$ cat config.mk
export PLATFORM = sky130hd
export DESIGN_NAME = lpr_receiver
export DESIGN_NICKNAME = d
export VERILOG_FILES = /design/src/lpr_pkg.sv /design/src/lpr_crc.sv /design/src/lpr_addr_filter.sv /design/src/lpr_receiver.sv
export VERILOG_INCLUDE_DIRS = /design/src /design/src/src
export SDC_FILE = /design/constraint.sdc
export NUM_CORES = 1
export LEC_CHECK = 0
export BUFFER_PORTS_ARGS = -buffer_cell sky130_fd_sc_hd__buf_2
export CORE_MARGIN = 2
export CORE_UTILIZATION = 60
export CTS_CLUSTER_SIZE = 14
export DETAILED_ROUTE_END_ITERATION = 10
export HOLD_SLACK_MARGIN = 0.05
export PLACE_DENSITY = 0.89
export SLEW_MARGIN = 20
export SYNTH_ARGS = -nofsm -noshare
export SYNTH_HDL_FRONTEND = slang
export SYNTH_SLANG_ARGS = --single-unit
$ cat constraint.sdc
create_clock -name ref_clk -period 18.9 [get_ports ref_clk]
set_input_delay 1.89 -clock ref_clk [delete_from_list [all_inputs] [get_ports ref_clk]]
set_output_delay 1.89 -clock ref_clk [all_outputs]
set_load 0.01 [all_outputs]
$ cat src/lpr_map.svh
// Bit positions, codes and defaults of the proprietary packet receiver.
`ifndef LPR_MAP_SVH
`define LPR_MAP_SVH
// ************************************************************
// Option byte bit positions
// ************************************************************
`define LPR_OPT_SYNTH_OFF 0
`define LPR_OPT_RESUME_GOOD 1
`define LPR_OPT_RESUME_BAD 2
`define LPR_OPT_CRC_CHECK 3
`define LPR_OPT_LEN_FIRST 4
`define LPR_OPT_ADDR_FILTER 5
`define LPR_OPT_CRC_SYNC 4
`define LPR_OPT_CRC_HDR 5
`define LPR_OPT_END_BEHAV 6
`define LPR_OPT_MISMATCH 7
// ************************************************************
// Header configuration fields
// ************************************************************
`define LPR_HDR_BITS_LSB 0
`define LPR_HDR_BITS_MSB 5
`define LPR_HDR_POS_LSB 6
`define LPR_HDR_POS_MSB 10
`define LPR_HDR_LEN_LSB 11
`define LPR_HDR_LEN_MSB 15
// ************************************************************
// Stop trigger classes, result status codes, address, sync and CRC constants
// ************************************************************
`define LPR_TRIG_NEVER 8'h00
`define LPR_TRIG_TIME 8'h01
`define LPR_TRIG_PIN 8'h02
`define LPR_STAT_GOOD_END 8'h01
`define LPR_STAT_BAD_END 8'h02
`define LPR_STAT_TRIG_END 8'h03
`define LPR_STAT_ABORT 8'h04
`define LPR_ADDR_ALL_ONES 8'hFF
`define LPR_ADDR_ZERO 8'h00
`define LPR_SYNC_BITS 6'h20
`define LPR_CRC_POLY 16'h1021
`define LPR_CRC_INIT 16'hFFFF
`define LPR_CRC_BITS 5'h10
`endif

$ cat src/lpr_pkg.sv
// Types shared by the proprietary packet receiver design files.
package lpr_pkg;
  // Parameter block of the basic receive command.
  typedef struct packed {
    logic [7:0] packet_options;
    logic [7:0] receive_options;
    logic [31:0] sync_pattern;
    logic [7:0] length_limit;
    logic [7:0] match_addr_a;
    logic [7:0] match_addr_b;
    logic [7:0] stop_trigger_class;
    logic [31:0] stop_time;
    logic [31:0] rx_queue_ptr;
    logic [31:0] result_ptr;
  } lpr_basic_s;
  // Parameter block of the advanced receive command.
  typedef struct packed {
    logic [7:0] packet_options;
    logic [7:0] receive_options;
    logic [31:0] primary_sync_pattern;
    logic [31:0] alternate_sync_pattern;
    logic [15:0] length_limit;
    logic [15:0] header_config;
    logic [7:0] stop_trigger_class;
    logic [31:0] stop_time;
    logic [31:0] rx_queue_ptr;
    logic [31:0] result_ptr;
  } lpr_adv_s;
  // Result structure written when a command ends.
  typedef struct packed {
    logic [7:0] status;
    logic [7:0] n_good;
    logic [7:0] n_bad;
    logic [7:0] n_ignored;
  } lpr_result_s;
  // One byte write into the receive queue.
  typedef struct packed {
    logic [31:0] addr;
    logic [7:0] data;
  } lpr_qwr_s;
  // Receiver states.
  typedef enum logic [2:0] {
    ST_IDLE, ST_SYNC, ST_HDR, ST_BODY, ST_CRC, ST_DONE
  } lpr_state_e;
endpackage

$ cat src/lpr_crc.sv
// Serial CRC engine with a one-cycle whole-word preload.
`timescale 1ns/1ns
`include "lpr_map.svh"
module lpr_crc #(
  parameter int W = 16
) (
  // Clock and reset.
  input wire logic ref_clk,
  input wire logic rst_n,
  // Control.
  input wire logic init,
  input wire logic word_en,
  input wire logic [31:0] word_in,
  input wire logic bit_en,
  input wire logic bit_in,
  // Running value.
  output logic [W-1:0] crc_reg
);
  // ************************************************************
  // State
  // ************************************************************
  typedef struct packed {
    logic [W-1:0] crc;
  } lpr_crc_s;
  lpr_crc_s st_reg; // Registered state.
  lpr_crc_s st_next; // Next state.

  // One bit through the divider, most significant bit first.
  function automatic logic [W-1:0] crc_step(input logic [W-1:0] c, input logic b);
    logic fb;
    fb = c[W-1] ^ b;
    crc_step = {c[W-2:0], 1'b0} ^ (fb ? W'(`LPR_CRC_POLY) : W'(0));
  endfunction

  // Preload folds a whole sync word in at once, so it can be covered after the match.
  always_comb begin
    logic [W-1:0] c;
    c = st_reg.crc;
    if (init) begin
      c = W'(`LPR_CRC_INIT);
    end
    if (word_en) begin
      for (int i = 31; i >= 0; i--) begin
        c = crc_step(c, word_in[i]);
      end
    end
    if (bit_en) begin
      c = crc_step(c, bit_in);
    end
    st_next.crc = c;
  end

  // Register the state.
  always_ff @(posedge ref_clk) begin
    if (!rst_n) begin
      st_reg.crc <= W'(`LPR_CRC_INIT);
    end else begin
      st_reg <= st_next;
    end
  end

  assign crc_reg = st_reg.crc;
endmodule

$ cat src/lpr_addr_filter.sv
// Address byte comparison against the two match values.
`timescale 1ns/1ns
`include "lpr_map.svh"
module lpr_addr_filter (
  // Received and configured addresses.
  input wire logic [7:0] addr,
  input wire logic [7:0] match_addr_a,
  input wire logic [7:0] match_addr_b,
  // Verdict.
  output logic hit
);
  // Equal match values leave a single accepted address unless both are all ones, which also accepts zero.
  always_comb begin
    hit = (addr == match_addr_a) || (addr == match_addr_b);
    if (match_addr_b == `LPR_ADDR_ALL_ONES && addr == `LPR_ADDR_ZERO) begin
      hit = 1'b1;
    end
  end
endmodule

$ cat src/lpr_receiver.sv
// Receive-side packet engine: sync search, header, length, address filter, CRC and result.
// Function
// - Synth off after command when bit set.
// - Good packet: end, or resume sync search.
// - CRC error packet: end, or resume search.
// - Check CRC only when enabled.
// - Basic variable length comes from first byte.
// - Filter accepts either of two match addresses.
// - Second match all ones also accepts zero.
// - End trigger finishes or aborts current packet.
// - Mismatch restarts search or marks packet ignored.
// - Basic length exact or bound; zero unlimited.
// - Search for 32-bit sync pattern first.
// - Advanced also searches nonzero alternate pattern.
// - Advanced CRC may cover sync word.
// - Advanced CRC may cover header.
// - Advanced header width zero to thirty-two.
// - Length field offset zero to thirty-one.
// - Advanced 16-bit length limit; zero unlimited.
// - Stop by trigger class and stop time.
// - Packets to queue, results to result pointer.
// - Multibyte little endian, aligned.
// - Host parameters read, never modified.
// - Header length field zero to sixteen bits.
`timescale 1ns/1ns
`include "lpr_map.svh"
module lpr_receiver (
  // Clock and reset.
  input wire logic ref_clk,
  input wire logic rst_n,
  // Command start and parameter blocks.
  input wire logic cmd_start,
  input wire logic cmd_advanced,
  input wire lpr_pkg::lpr_basic_s basic_cfg,
  input wire lpr_pkg::lpr_adv_s adv_cfg,
  // Demodulated bit stream.
  input wire logic rx_bit_valid,
  input wire logic rx_bit,
  // External stop trigger pin.
  input wire logic end_trig_pin,
  // Status.
  output logic busy,
  output logic synth_off,
  // Result.
  output logic cmd_done,
  output lpr_pkg::lpr_result_s result,
  output logic [31:0] result_addr,
  // Receive queue writes.
  output logic q_wr,
  output lpr_pkg::lpr_qwr_s q_wr_data
);
  // ************************************************************
  // State
  // ************************************************************
  typedef struct packed {
    lpr_pkg::lpr_state_e st; // Sequencer state.
    logic adv; // Advanced command in progress.
    logic [31:0] sr; // Sync search window.
    logic [5:0] sync_cnt; // Bits in the window, saturating.
    logic [31:0] hdr; // Header shift register.
    logic [5:0] hdr_cnt; // Header bits taken.
    logic [2:0] bit_cnt; // Bit within the byte.
    logic [7:0] byte_sh; // Byte assembly.
    logic [15:0] byte_idx; // Bytes of this packet so far.
    logic [15:0] pkt_len; // Expected payload length.
    logic len_known; // Length bound is in force.
    logic [4:0] crc_cnt; // CRC bits taken.
    logic ignored; // Packet marked ignored.
    logic end_pend; // Stop requested, finishing packet.
    logic [31:0] timer; // Cycles since command start.
    logic [15:0] q_off; // Next queue byte offset.
    logic [15:0] pkt_q0; // Queue offset at packet start.
    logic q_wr; // Queue write pulse.
    lpr_pkg::lpr_qwr_s q_data; // Queue write address and byte.
    logic done; // Command end pulse.
    lpr_pkg::lpr_result_s res; // Result counters and status.
    logic fs_off; // Synthesizer power-down request.
    logic [2:0] trig_s; // Pin synchroniser chain.
    logic trig_lvl; // Accepted pin level.
  } lpr_rx_s;
  lpr_rx_s st_reg; // Registered state.
  lpr_rx_s st_next; // Next state.

  // ************************************************************
  // Parameter selection
  // ************************************************************
  logic [7:0] p_opt; // Option byte of the active command.
  logic [7:0] p_class; // Stop trigger class.
  logic [31:0] p_time; // Stop time.
  logic [31:0] p_queue; // Queue base.
  logic [31:0] p_result; // Result structure base.
  logic [15:0] p_limit; // Length limit, widened.
  logic [5:0] p_hdr_bits; // Header width.
  logic [4:0] p_len_pos; // Length field offset.
  logic [4:0] p_len_bits; // Length field width.
  logic crc_init; // CRC restart.
  logic crc_word; // CRC sync word preload.
  logic crc_bit; // CRC bit feed.
  logic [31:0] crc_word_val; // Sync word that matched.
  logic [15:0] crc_val; // Running CRC.
  logic addr_hit; // Address filter verdict.

  // Parameters are only ever read; the host owns the blocks.
  always_comb begin
    p_opt = st_reg.adv ? adv_cfg.packet_options : basic_cfg.packet_options;
    p_class = st_reg.adv ? adv_cfg.stop_trigger_class : basic_cfg.stop_trigger_class;
    p_time = st_reg.adv ? adv_cfg.stop_time : basic_cfg.stop_time;
    p_queue = st_reg.adv ? adv_cfg.rx_queue_ptr : basic_cfg.rx_queue_ptr;
    p_result = st_reg.adv ? adv_cfg.result_ptr : basic_cfg.result_ptr;
    p_limit = st_reg.adv ? adv_cfg.length_limit : {8'h00, basic_cfg.length_limit};
    p_hdr_bits = adv_cfg.header_config[`LPR_HDR_BITS_MSB:`LPR_HDR_BITS_LSB];
    p_len_pos = adv_cfg.header_config[`LPR_HDR_POS_MSB:`LPR_HDR_POS_LSB];
    p_len_bits = adv_cfg.header_config[`LPR_HDR_LEN_MSB:`LPR_HDR_LEN_LSB];
  end

  // Mask of the low n bits; widths past sixteen saturate.
  function automatic logic [15:0] low_mask(input logic [4:0] n);
    logic [16:0] m;
    m = (17'h00001 << n) - 17'h00001;
    low_mask = (n > 5'h10) ? 16'hFFFF : m[15:0];
  endfunction

  // ************************************************************
  // Helpers
  // ************************************************************
  lpr_crc #(
    .W(16)
  ) u_crc (
    .ref_clk(ref_clk),
    .rst_n(rst_n),
    .init(crc_init),
    .word_en(crc_word),
    .word_in(crc_word_val),
    .bit_en(crc_bit),
    .bit_in(rx_bit),
    .crc_reg(crc_val)
  );

  lpr_addr_filter u_filter (
    .addr({st_reg.byte_sh[6:0], rx_bit}),
    .match_addr_a(basic_cfg.match_addr_a),
    .match_addr_b(basic_cfg.match_addr_b),
    .hit(addr_hit)
  );

  // ************************************************************
  // Sequencer
  // ************************************************************
  // One pass decides the next state; packet end and stop are merged at the bottom.
  always_comb begin
    logic [31:0] win;
    logic [7:0] b;
    logic [15:0] len;
    logic [15:0] total;
    logic fire;
    logic pkt_end;
    logic pkt_bad;
    logic resume;
    logic sync_a;
    logic sync_b;
    win = '0;
    b = '0;
    len = '0;
    total = '0;
    pkt_end = 1'b0;
    pkt_bad = 1'b0;
    resume = 1'b0;
    fire = 1'b0;
    sync_a = 1'b0;
    sync_b = 1'b0;
    st_next = st_reg;
    st_next.q_wr = 1'b0;
    st_next.done = 1'b0;
    crc_init = 1'b0;
    crc_word = 1'b0;
    crc_bit = 1'b0;
    crc_word_val = '0;
    // Three-stage pin chain; a change counts when the last two agree.
    st_next.trig_s = {st_reg.trig_s[1:0], end_trig_pin};
    if (st_reg.trig_s[1] == st_reg.trig_s[2]) begin
      st_next.trig_lvl = st_reg.trig_s[2];
    end
    st_next.timer = st_reg.timer + 32'h00000001;
    case (p_class)
      `LPR_TRIG_TIME: fire = (st_reg.timer >= p_time);
      `LPR_TRIG_PIN: fire = st_next.trig_lvl && !st_reg.trig_lvl;
      default: fire = 1'b0;
    endcase
    // Sync candidates in the window after this bit.
    win = {st_reg.sr[30:0], rx_bit};
    sync_a = (win == (st_reg.adv ? adv_cfg.primary_sync_pattern : basic_cfg.sync_pattern));
    sync_b = st_reg.adv && (adv_cfg.alternate_sync_pattern != 32'h00000000)
      && (win == adv_cfg.alternate_sync_pattern);
    case (st_reg.st)
      lpr_pkg::ST_IDLE, lpr_pkg::ST_DONE: begin
        // A new command restarts counters and clears the power-down request.
        if (cmd_start) begin
          st_next = '0;
          st_next.trig_s = {st_reg.trig_s[1:0], end_trig_pin};
          st_next.trig_lvl = st_reg.trig_lvl;
          st_next.adv = cmd_advanced;
          st_next.st = lpr_pkg::ST_SYNC;
        end
      end
      lpr_pkg::ST_SYNC: begin
        // Before sync the stop always ends the command at once.
        if (fire) begin
          st_next.st = lpr_pkg::ST_DONE;
          st_next.done = 1'b1;
          st_next.res.status = `LPR_STAT_TRIG_END;
          st_next.fs_off = p_opt[`LPR_OPT_SYNTH_OFF];
        end else if (rx_bit_valid) begin
          st_next.sr = win;
          if (st_reg.sync_cnt != `LPR_SYNC_BITS) begin
            st_next.sync_cnt = st_reg.sync_cnt + 6'h01;
          end
          // A full window is needed so stale bits never fake a match.
          if ((st_next.sync_cnt == `LPR_SYNC_BITS) && (sync_a || sync_b)) begin
            crc_init = 1'b1;
            crc_word_val = win;
            crc_word = st_reg.adv && p_opt[`LPR_OPT_CRC_SYNC];
            st_next.sync_cnt = '0;
            st_next.hdr = '0;
            st_next.hdr_cnt = '0;
            st_next.bit_cnt = '0;
            st_next.byte_idx = '0;
            st_next.crc_cnt = '0;
            st_next.ignored = 1'b0;
            st_next.pkt_q0 = st_reg.q_off;
            st_next.pkt_len = p_limit;
            st_next.len_known = (p_limit != 16'h0000);
            st_next.st = (st_reg.adv && p_hdr_bits != 6'h00) ? lpr_pkg::ST_HDR : lpr_pkg::ST_BODY;
          end
        end
      end
      lpr_pkg::ST_HDR: begin
        if (rx_bit_valid) begin
          crc_bit = p_opt[`LPR_OPT_CRC_CHECK] && p_opt[`LPR_OPT_CRC_HDR];
          st_next.hdr = {st_reg.hdr[30:0], rx_bit};
          st_next.hdr_cnt = st_reg.hdr_cnt + 6'h01;
          if (st_next.hdr_cnt == p_hdr_bits) begin
            st_next.st = lpr_pkg::ST_BODY;
            if (p_len_bits != 5'h00) begin
              len = 16'(st_next.hdr >> p_len_pos) & low_mask(p_len_bits);
              st_next.pkt_len = len;
              st_next.len_known = 1'b1;
              // A field beyond the limit cannot be trusted.
              if (p_limit != 16'h0000 && len > p_limit) begin
                pkt_end = 1'b1;
                pkt_bad = 1'b1;
              end else if (len == 16'h0000) begin
                st_next.st = p_opt[`LPR_OPT_CRC_CHECK] ? lpr_pkg::ST_CRC : lpr_pkg::ST_BODY;
                pkt_end = !p_opt[`LPR_OPT_CRC_CHECK];
              end
            end
          end
        end
      end
      lpr_pkg::ST_BODY: begin
        if (rx_bit_valid) begin
          crc_bit = p_opt[`LPR_OPT_CRC_CHECK];
          st_next.byte_sh = {st_reg.byte_sh[6:0], rx_bit};
          st_next.bit_cnt = st_reg.bit_cnt + 3'h1;
          if (st_reg.bit_cnt == 3'h7) begin
            b = st_next.byte_sh;
            st_next.byte_idx = st_reg.byte_idx + 16'h0001;
            // Bytes land one after another from a word-aligned queue base.
            st_next.q_wr = 1'b1;
            st_next.q_data.addr = {p_queue[31:2], 2'b00} + {16'h0000, st_reg.q_off};
            st_next.q_data.data = b;
            st_next.q_off = st_reg.q_off + 16'h0001;
            total = st_reg.pkt_len;
            if (!st_reg.adv && p_opt[`LPR_OPT_LEN_FIRST]) begin
              total = st_reg.pkt_len + 16'h0001;
              if (st_reg.byte_idx == 16'h0000) begin
                st_next.pkt_len = {8'h00, b};
                st_next.len_known = 1'b1;
                total = {8'h00, b} + 16'h0001;
                if (st_reg.len_known && {8'h00, b} > st_reg.pkt_len) begin
                  pkt_end = 1'b1;
                  pkt_bad = 1'b1;
                end
              end
            end
            // The address sits after the length byte, or first when fixed.
            if (!st_reg.adv && p_opt[`LPR_OPT_ADDR_FILTER] && !addr_hit
                && st_reg.byte_idx == (p_opt[`LPR_OPT_LEN_FIRST] ? 16'h0001 : 16'h0000)) begin
              if (p_opt[`LPR_OPT_MISMATCH]) begin
                st_next.ignored = 1'b1;
              end else begin
                // Drop the partial packet from the queue and search again.
                st_next.q_off = st_reg.pkt_q0;
                st_next.q_wr = 1'b0;
                st_next.st = lpr_pkg::ST_SYNC;
              end
            end
            if (!pkt_end && st_next.st == lpr_pkg::ST_BODY && st_next.len_known
                && st_next.byte_idx == total) begin
              st_next.st = p_opt[`LPR_OPT_CRC_CHECK] ? lpr_pkg::ST_CRC : lpr_pkg::ST_BODY;
              pkt_end = !p_opt[`LPR_OPT_CRC_CHECK];
            end
          end
        end
      end
      lpr_pkg::ST_CRC: begin
        // Feeding the check bits through leaves a zero remainder when intact.
        if (rx_bit_valid) begin
          crc_bit = 1'b1;
          st_next.crc_cnt = st_reg.crc_cnt + 5'h01;
          if (st_next.crc_cnt == `LPR_CRC_BITS) begin
            pkt_end = 1'b1;
          end
        end
      end
      default: begin
        st_next.st = lpr_pkg::ST_IDLE;
      end
    endcase
    // The remainder is only valid one cycle after the last bit is folded in.
    if (st_reg.st == lpr_pkg::ST_CRC && st_reg.crc_cnt == `LPR_CRC_BITS) begin
      pkt_end = 1'b1;
      pkt_bad = (crc_val != 16'h0000);
    end else if (st_next.st == lpr_pkg::ST_CRC && st_next.crc_cnt == `LPR_CRC_BITS) begin
      pkt_end = 1'b0;
    end
    // A stop after sync either waits for the packet or cuts it short.
    if (fire && (st_reg.st == lpr_pkg::ST_HDR || st_reg.st == lpr_pkg::ST_BODY
        || st_reg.st == lpr_pkg::ST_CRC)) begin
      if (p_opt[`LPR_OPT_END_BEHAV]) begin
        pkt_end = 1'b0;
        st_next.q_wr = 1'b0;
        st_next.st = lpr_pkg::ST_DONE;
        st_next.done = 1'b1;
        st_next.res.status = `LPR_STAT_ABORT;
        st_next.fs_off = p_opt[`LPR_OPT_SYNTH_OFF];
      end else begin
        st_next.end_pend = 1'b1;
      end
    end
    // Packet bookkeeping and the choice between ending and searching again.
    if (pkt_end) begin
      if (st_next.ignored) begin
        st_next.res.n_ignored = st_reg.res.n_ignored + 8'h01;
      end else if (pkt_bad) begin
        st_next.res.n_bad = st_reg.res.n_bad + 8'h01;
      end else begin
        st_next.res.n_good = st_reg.res.n_good + 8'h01;
      end
      resume = pkt_bad ? p_opt[`LPR_OPT_RESUME_BAD] : p_opt[`LPR_OPT_RESUME_GOOD];
      if (resume && !st_next.end_pend) begin
        st_next.st = lpr_pkg::ST_SYNC;
        st_next.sync_cnt = '0;
      end else begin
        st_next.st = lpr_pkg::ST_DONE;
        st_next.done = 1'b1;
        st_next.res.status = st_next.end_pend ? `LPR_STAT_TRIG_END
          : (pkt_bad ? `LPR_STAT_BAD_END : `LPR_STAT_GOOD_END);
        st_next.fs_off = p_opt[`LPR_OPT_SYNTH_OFF];
      end
    end
  end

  // ************************************************************
  // Registers
  // ************************************************************
  // All state moves together on each clock edge.
  always_ff @(posedge ref_clk) begin
    if (!rst_n) begin
      st_reg <= '0;
    end else begin
      st_reg <= st_next;
    end
  end

  // ************************************************************
  // Outputs
  // ************************************************************
  assign busy = (st_reg.st != lpr_pkg::ST_IDLE) && (st_reg.st != lpr_pkg::ST_DONE);
  assign synth_off = st_reg.fs_off;
  assign cmd_done = st_reg.done;
  assign result = st_reg.res;
  assign result_addr = p_result;
  assign q_wr = st_reg.q_wr;
  assign q_wr_data = st_reg.q_data;
endmodule

==> results by group <==
Setup path
  – Crit path largest cell delay: 780 ps
  – Data required time of the critical path: 19330 ps
  – CP max FO: 16
  – Worst Path Arrival: 7990 ps
  – Reg2Reg Setup Slack: 11950 ps
  – Worst r2r path cells: 13
  – Crit path kind: in2reg
  – Crit-path cells: buf_2, or4_1, or2_2, ha_1, nor3b_1, a221oi_1, o22ai_1, a211oi_1, ha_1, a211oi_1, a21o_1, a311oi_1, nor3_1, a31oi_1, or3b_1, a21o_1, o311ai_2, nor2_2, a311oi_1
  – CP startpoint kind: input port
  – Crit end category: flop
  – Terminus of the critical flop-to-flop path: u_crc.crc_reg[12]$_SDFF_PN1_
  – Slowest-stage cell, CP: o311ai_2
  – CP bufs+invs: 1
  – Top delay family on crit path: compound AO/OA/AOI/OAI gates
  – FF-to-FF Start: st_reg[270]$_SDFFE_PN0P_

Detailed routing
  – Post-DRT Antenna Nets: 0
  – Routed WL: 74.38 mm
  – Routed vias/inst: 6.325
  – Routed wire per std cell: 20.31 um
  – Initial DRC Count: 2431
  – Total number of vias: 23170
  – DRC: 0
  – DR pass1 iterations: 6

Synth
  – Post-synthesis cell count: 2858
  – Sequential share of the synthesized area: 0.2498
  – Post-synth top area cell: dfxtp_1
  – Post-synthesis net count: 3347
  – EDFF count, synth: 0
  – Async SR Flop Fraction: 0
  – Syn. warnings: 0
  – Netlist cell types: 97
  – Area share of the largest cell type after synthesis: 0.2498
  – Synth top area cells: dfxtp_1 (25%), xnor2_1 (6.3%), mux2i_1 (5.7%), xor2_1 (5.3%), ha_1 (4.8%)
  – Top FF cell, synth: dfxtp_1
  – Synth Register Bits: 287
  – Synth Area per Inst: 8.049 um^2
  – Area of the mapped netlist: 23000 um^2

Pwr
  – Seq pwr share: 0.398
  – Leak: 10.49 nW
  – Logic pwr share: 0.155
  – Switch Pwr: 0.4182 mW
  – Internal: 1.135 mW
  – Clk pwr share: 0.447
  – Sw Share: 0.2693
  – PwrDens: 59.50 nW/um^2
  – Total Power: 1.553 mW
  – Peak VDD IR: 48.64 uV

STA
  – Pins Over Slew Limit: 0
  – Max_slew headroom: 0.2503
  – Min Tclk post-route: 7562 ps
  – Final Hold Fails: 0
  – Final Skew: 27.52 ps
  – RSZ-0062 raised after global routing: no
  – Max Freq: 132.2 MHz
  – Setup TNS: 0 ps
  – Slew @ Worst Pin: 1110 ps
  – Final setup margin: 11340 ps
  – Final Cycle Share: 0.4001
  – # setup viols final: 0

Layout
  – Share of post-route cells with drive strength above 1: 0.2228
  – Fin nets: 3614
  – Number of flip-flops in the largest register: 196
  – P&R area growth vs syn: 13.47%
  – Final Util: 0.6914
  – Design area: 26100 um^2

Worst hold path
  – Min-Delay Path Depth: 1
  – Worst Hold Path EP: st_reg[2]$_SDFF_PN0_
  – HP Class: reg2reg
  – Hold_sp: st_reg[1]$_SDFF_PN0_

CTS
  – Clk_lat worst skew: 530 ps
  – Post-cts gate resize count: 0
  – CTS sink count: 287
  – Clock H-tree levels: 2
  – CTS Hold Bufs: 0
  – Clock root buffer: clkbuf_16
  – CTS tree: done
  – CTS Buf Count: 34
  – Setup bufs post-CTS: 0
  – Clock Pin Slew Worst Setup and Hold Paths: 60 ps
  – Clock Tree Buf Depth: 3

Global routing
  – Global routing usage on met1: 0.4381
  – Grt met3 use: 0.06351
  – Global-route usage over all layers: 0.3557
  – First-pass GRT wire length: 113.6 mm
  – Gr busiest metal: met2
  – Number of global-route vias before repair: 21920
  – Overflow after GRT: 0
  – Initial antenna violation count: 10
  – Met2 Use GR: 0.6048
  – Largest net degree at the start of global routing: 100

Floorplanning
  – Chip Width: 199.8 um
  – Row cnt: 71
  – Die area: 39920 um^2
  – Initial core utilization: 0.6093
  – Die Height: 199.8 um
  – Ports: 507
  – Core Area: 37760 um^2

Place
  – Post-DP HPWL: 56.34 mm
  – IO Port Bufs: 486
  – Area after DPL: 24900 um^2
  – Post-place setup slack: 10930 ps
  – Gpl congestion: 0.9835

Job
  – # Max-Cap Violations: 0

Status
  – Status: finished, final reports clean
==> metrics by stage <==
stage                     hold WS [ps]  std cells
after floorplan                  411.9       2858
after global placement           423.4       3600
after detailed placement         439.7       3600
after CTS                        452.7       3658
after global routing             460.6       3662
final                            454.2       3663
==> worst max path at each step <==
stage	depth (start not counted)	slack (ps)	end	startpoint
floorplan	22	12210	result[24]$_SDFF_PN0_	adv_cfg[116]
global placement	19	11080	st_reg[273]$_SDFF_PN0_	adv_cfg[116]
detailed placement	19	10930	st_reg[273]$_SDFF_PN0_	adv_cfg[116]
CTS	19	11410	st_reg[273]$_SDFF_PN0_	adv_cfg[116]
global route	20	11140	st_reg[273]$_SDFF_PN0_	adv_cfg[116]
finish	19	11340	st_reg[273]$_SDFF_PN0_	adv_cfg[116]
==> power by group through the flow <==
stage | Clock [mW] | Combinational [mW] | Sequential [mW]
after floorplan | 0 | 0.151 | 0.625
after global placement | 0 | 0.228 | 0.631
after detailed placement | 0 | 0.235 | 0.632
after CTS | 0.696 | 0.236 | 0.618
after global routing | 0.723 | 0.261 | 0.619
final | 0.694 | 0.240 | 0.619
==> cells in the mapped netlist (all sizes together), types with 7 or more instances <==
master / count
a2111oi: 9
a211oi: 36
a21o: 12
a21oi: 190
a221oi: 9
a22oi: 51
a31oi: 10
a32oi: 10
and2: 29
and3: 41
and4: 14
buf: 116
clkbuf: 157
dfxtp: 287
ha: 89
inv: 51
mux2: 65
mux2i: 131
mux4: 36
nand2: 225
nand2b: 35
nand3: 150
nand3b: 7
nand4: 53
nor2: 251
nor2b: 23
nor3: 55
nor3b: 21
nor4: 59
o211ai: 25
o21a: 13
o21ai: 119
o21bai: 7
o221ai: 9
o22ai: 13
o31ai: 14
or2: 8
or3: 30
or3b: 7
xnor2: 165
xor2: 138
==> cell usage in the layout, fill, tap and decap left out, types with 13 or more instances in the layout <==
cell type and n:
a211oi_1 35, a21oi_1 189, a22oi_1 51, and2_1 27
and3_1 41, and4_1 14, buf_2 485, buf_4 19
clkbuf_16 35, dfxtp_1 286, ha_1 89, inv_1 49
mux2_2 62, mux2i_1 131, mux4_2 36, nand2_1 224
nand2b_1 35, nand3_1 150, nand4_1 53, nor2_1 243
nor2b_1 23, nor3_1 54, nor3b_1 21, nor4_1 58
o211ai_1 25, o21a_1 13, o21ai_0 113, o22ai_1 13
o31ai_1 14, or3_1 30, xnor2_1 165, xor2_1 138
==> logic make-up after synthesis <==
| kind of cell | after synthesis | synth area share |
|---|---|---|
| flip-flops | 287 | 0.2498 |
| AO/OA/AOI/OAI | 587 | 0.1657 |
| adder cells (fa/ha/maj) | 90 | 0.04928 |
| buffers and inverters | 326 | 0.06799 |
| XOR/XNOR | 306 | 0.1184 |
| multiplexers | 232 | 0.1242 |
| AND/OR/NAND/NOR | 1030 | 0.2247 |
==> cell type report <==
| class | count | area [um^2] |
|---|---|---|
| Multi-Input combinational cell | 2245 | 15750 |
| Antenna cell | 5 | 12.51 |
| Tap cell | 511 | 639.4 |
| Sequential cell | 287 | 5749 |
| Inverter | 53 | 203.9 |
| Timing Repair Buffer | 504 | 2570 |
| Fill cell | 3039 | 11650 |
| Clock inverter | 10 | 175.2 |
| Clock buffer | 48 | 1005 |
==> routing by layer <==
metal,vias up,wire length (um)
met3,231,7011
met2,1237,35220
met5,-,54
met4,8,3498
met1,10890,28600
li1,10810,-
Note: power is estimated with default switching activity, not from simulation.
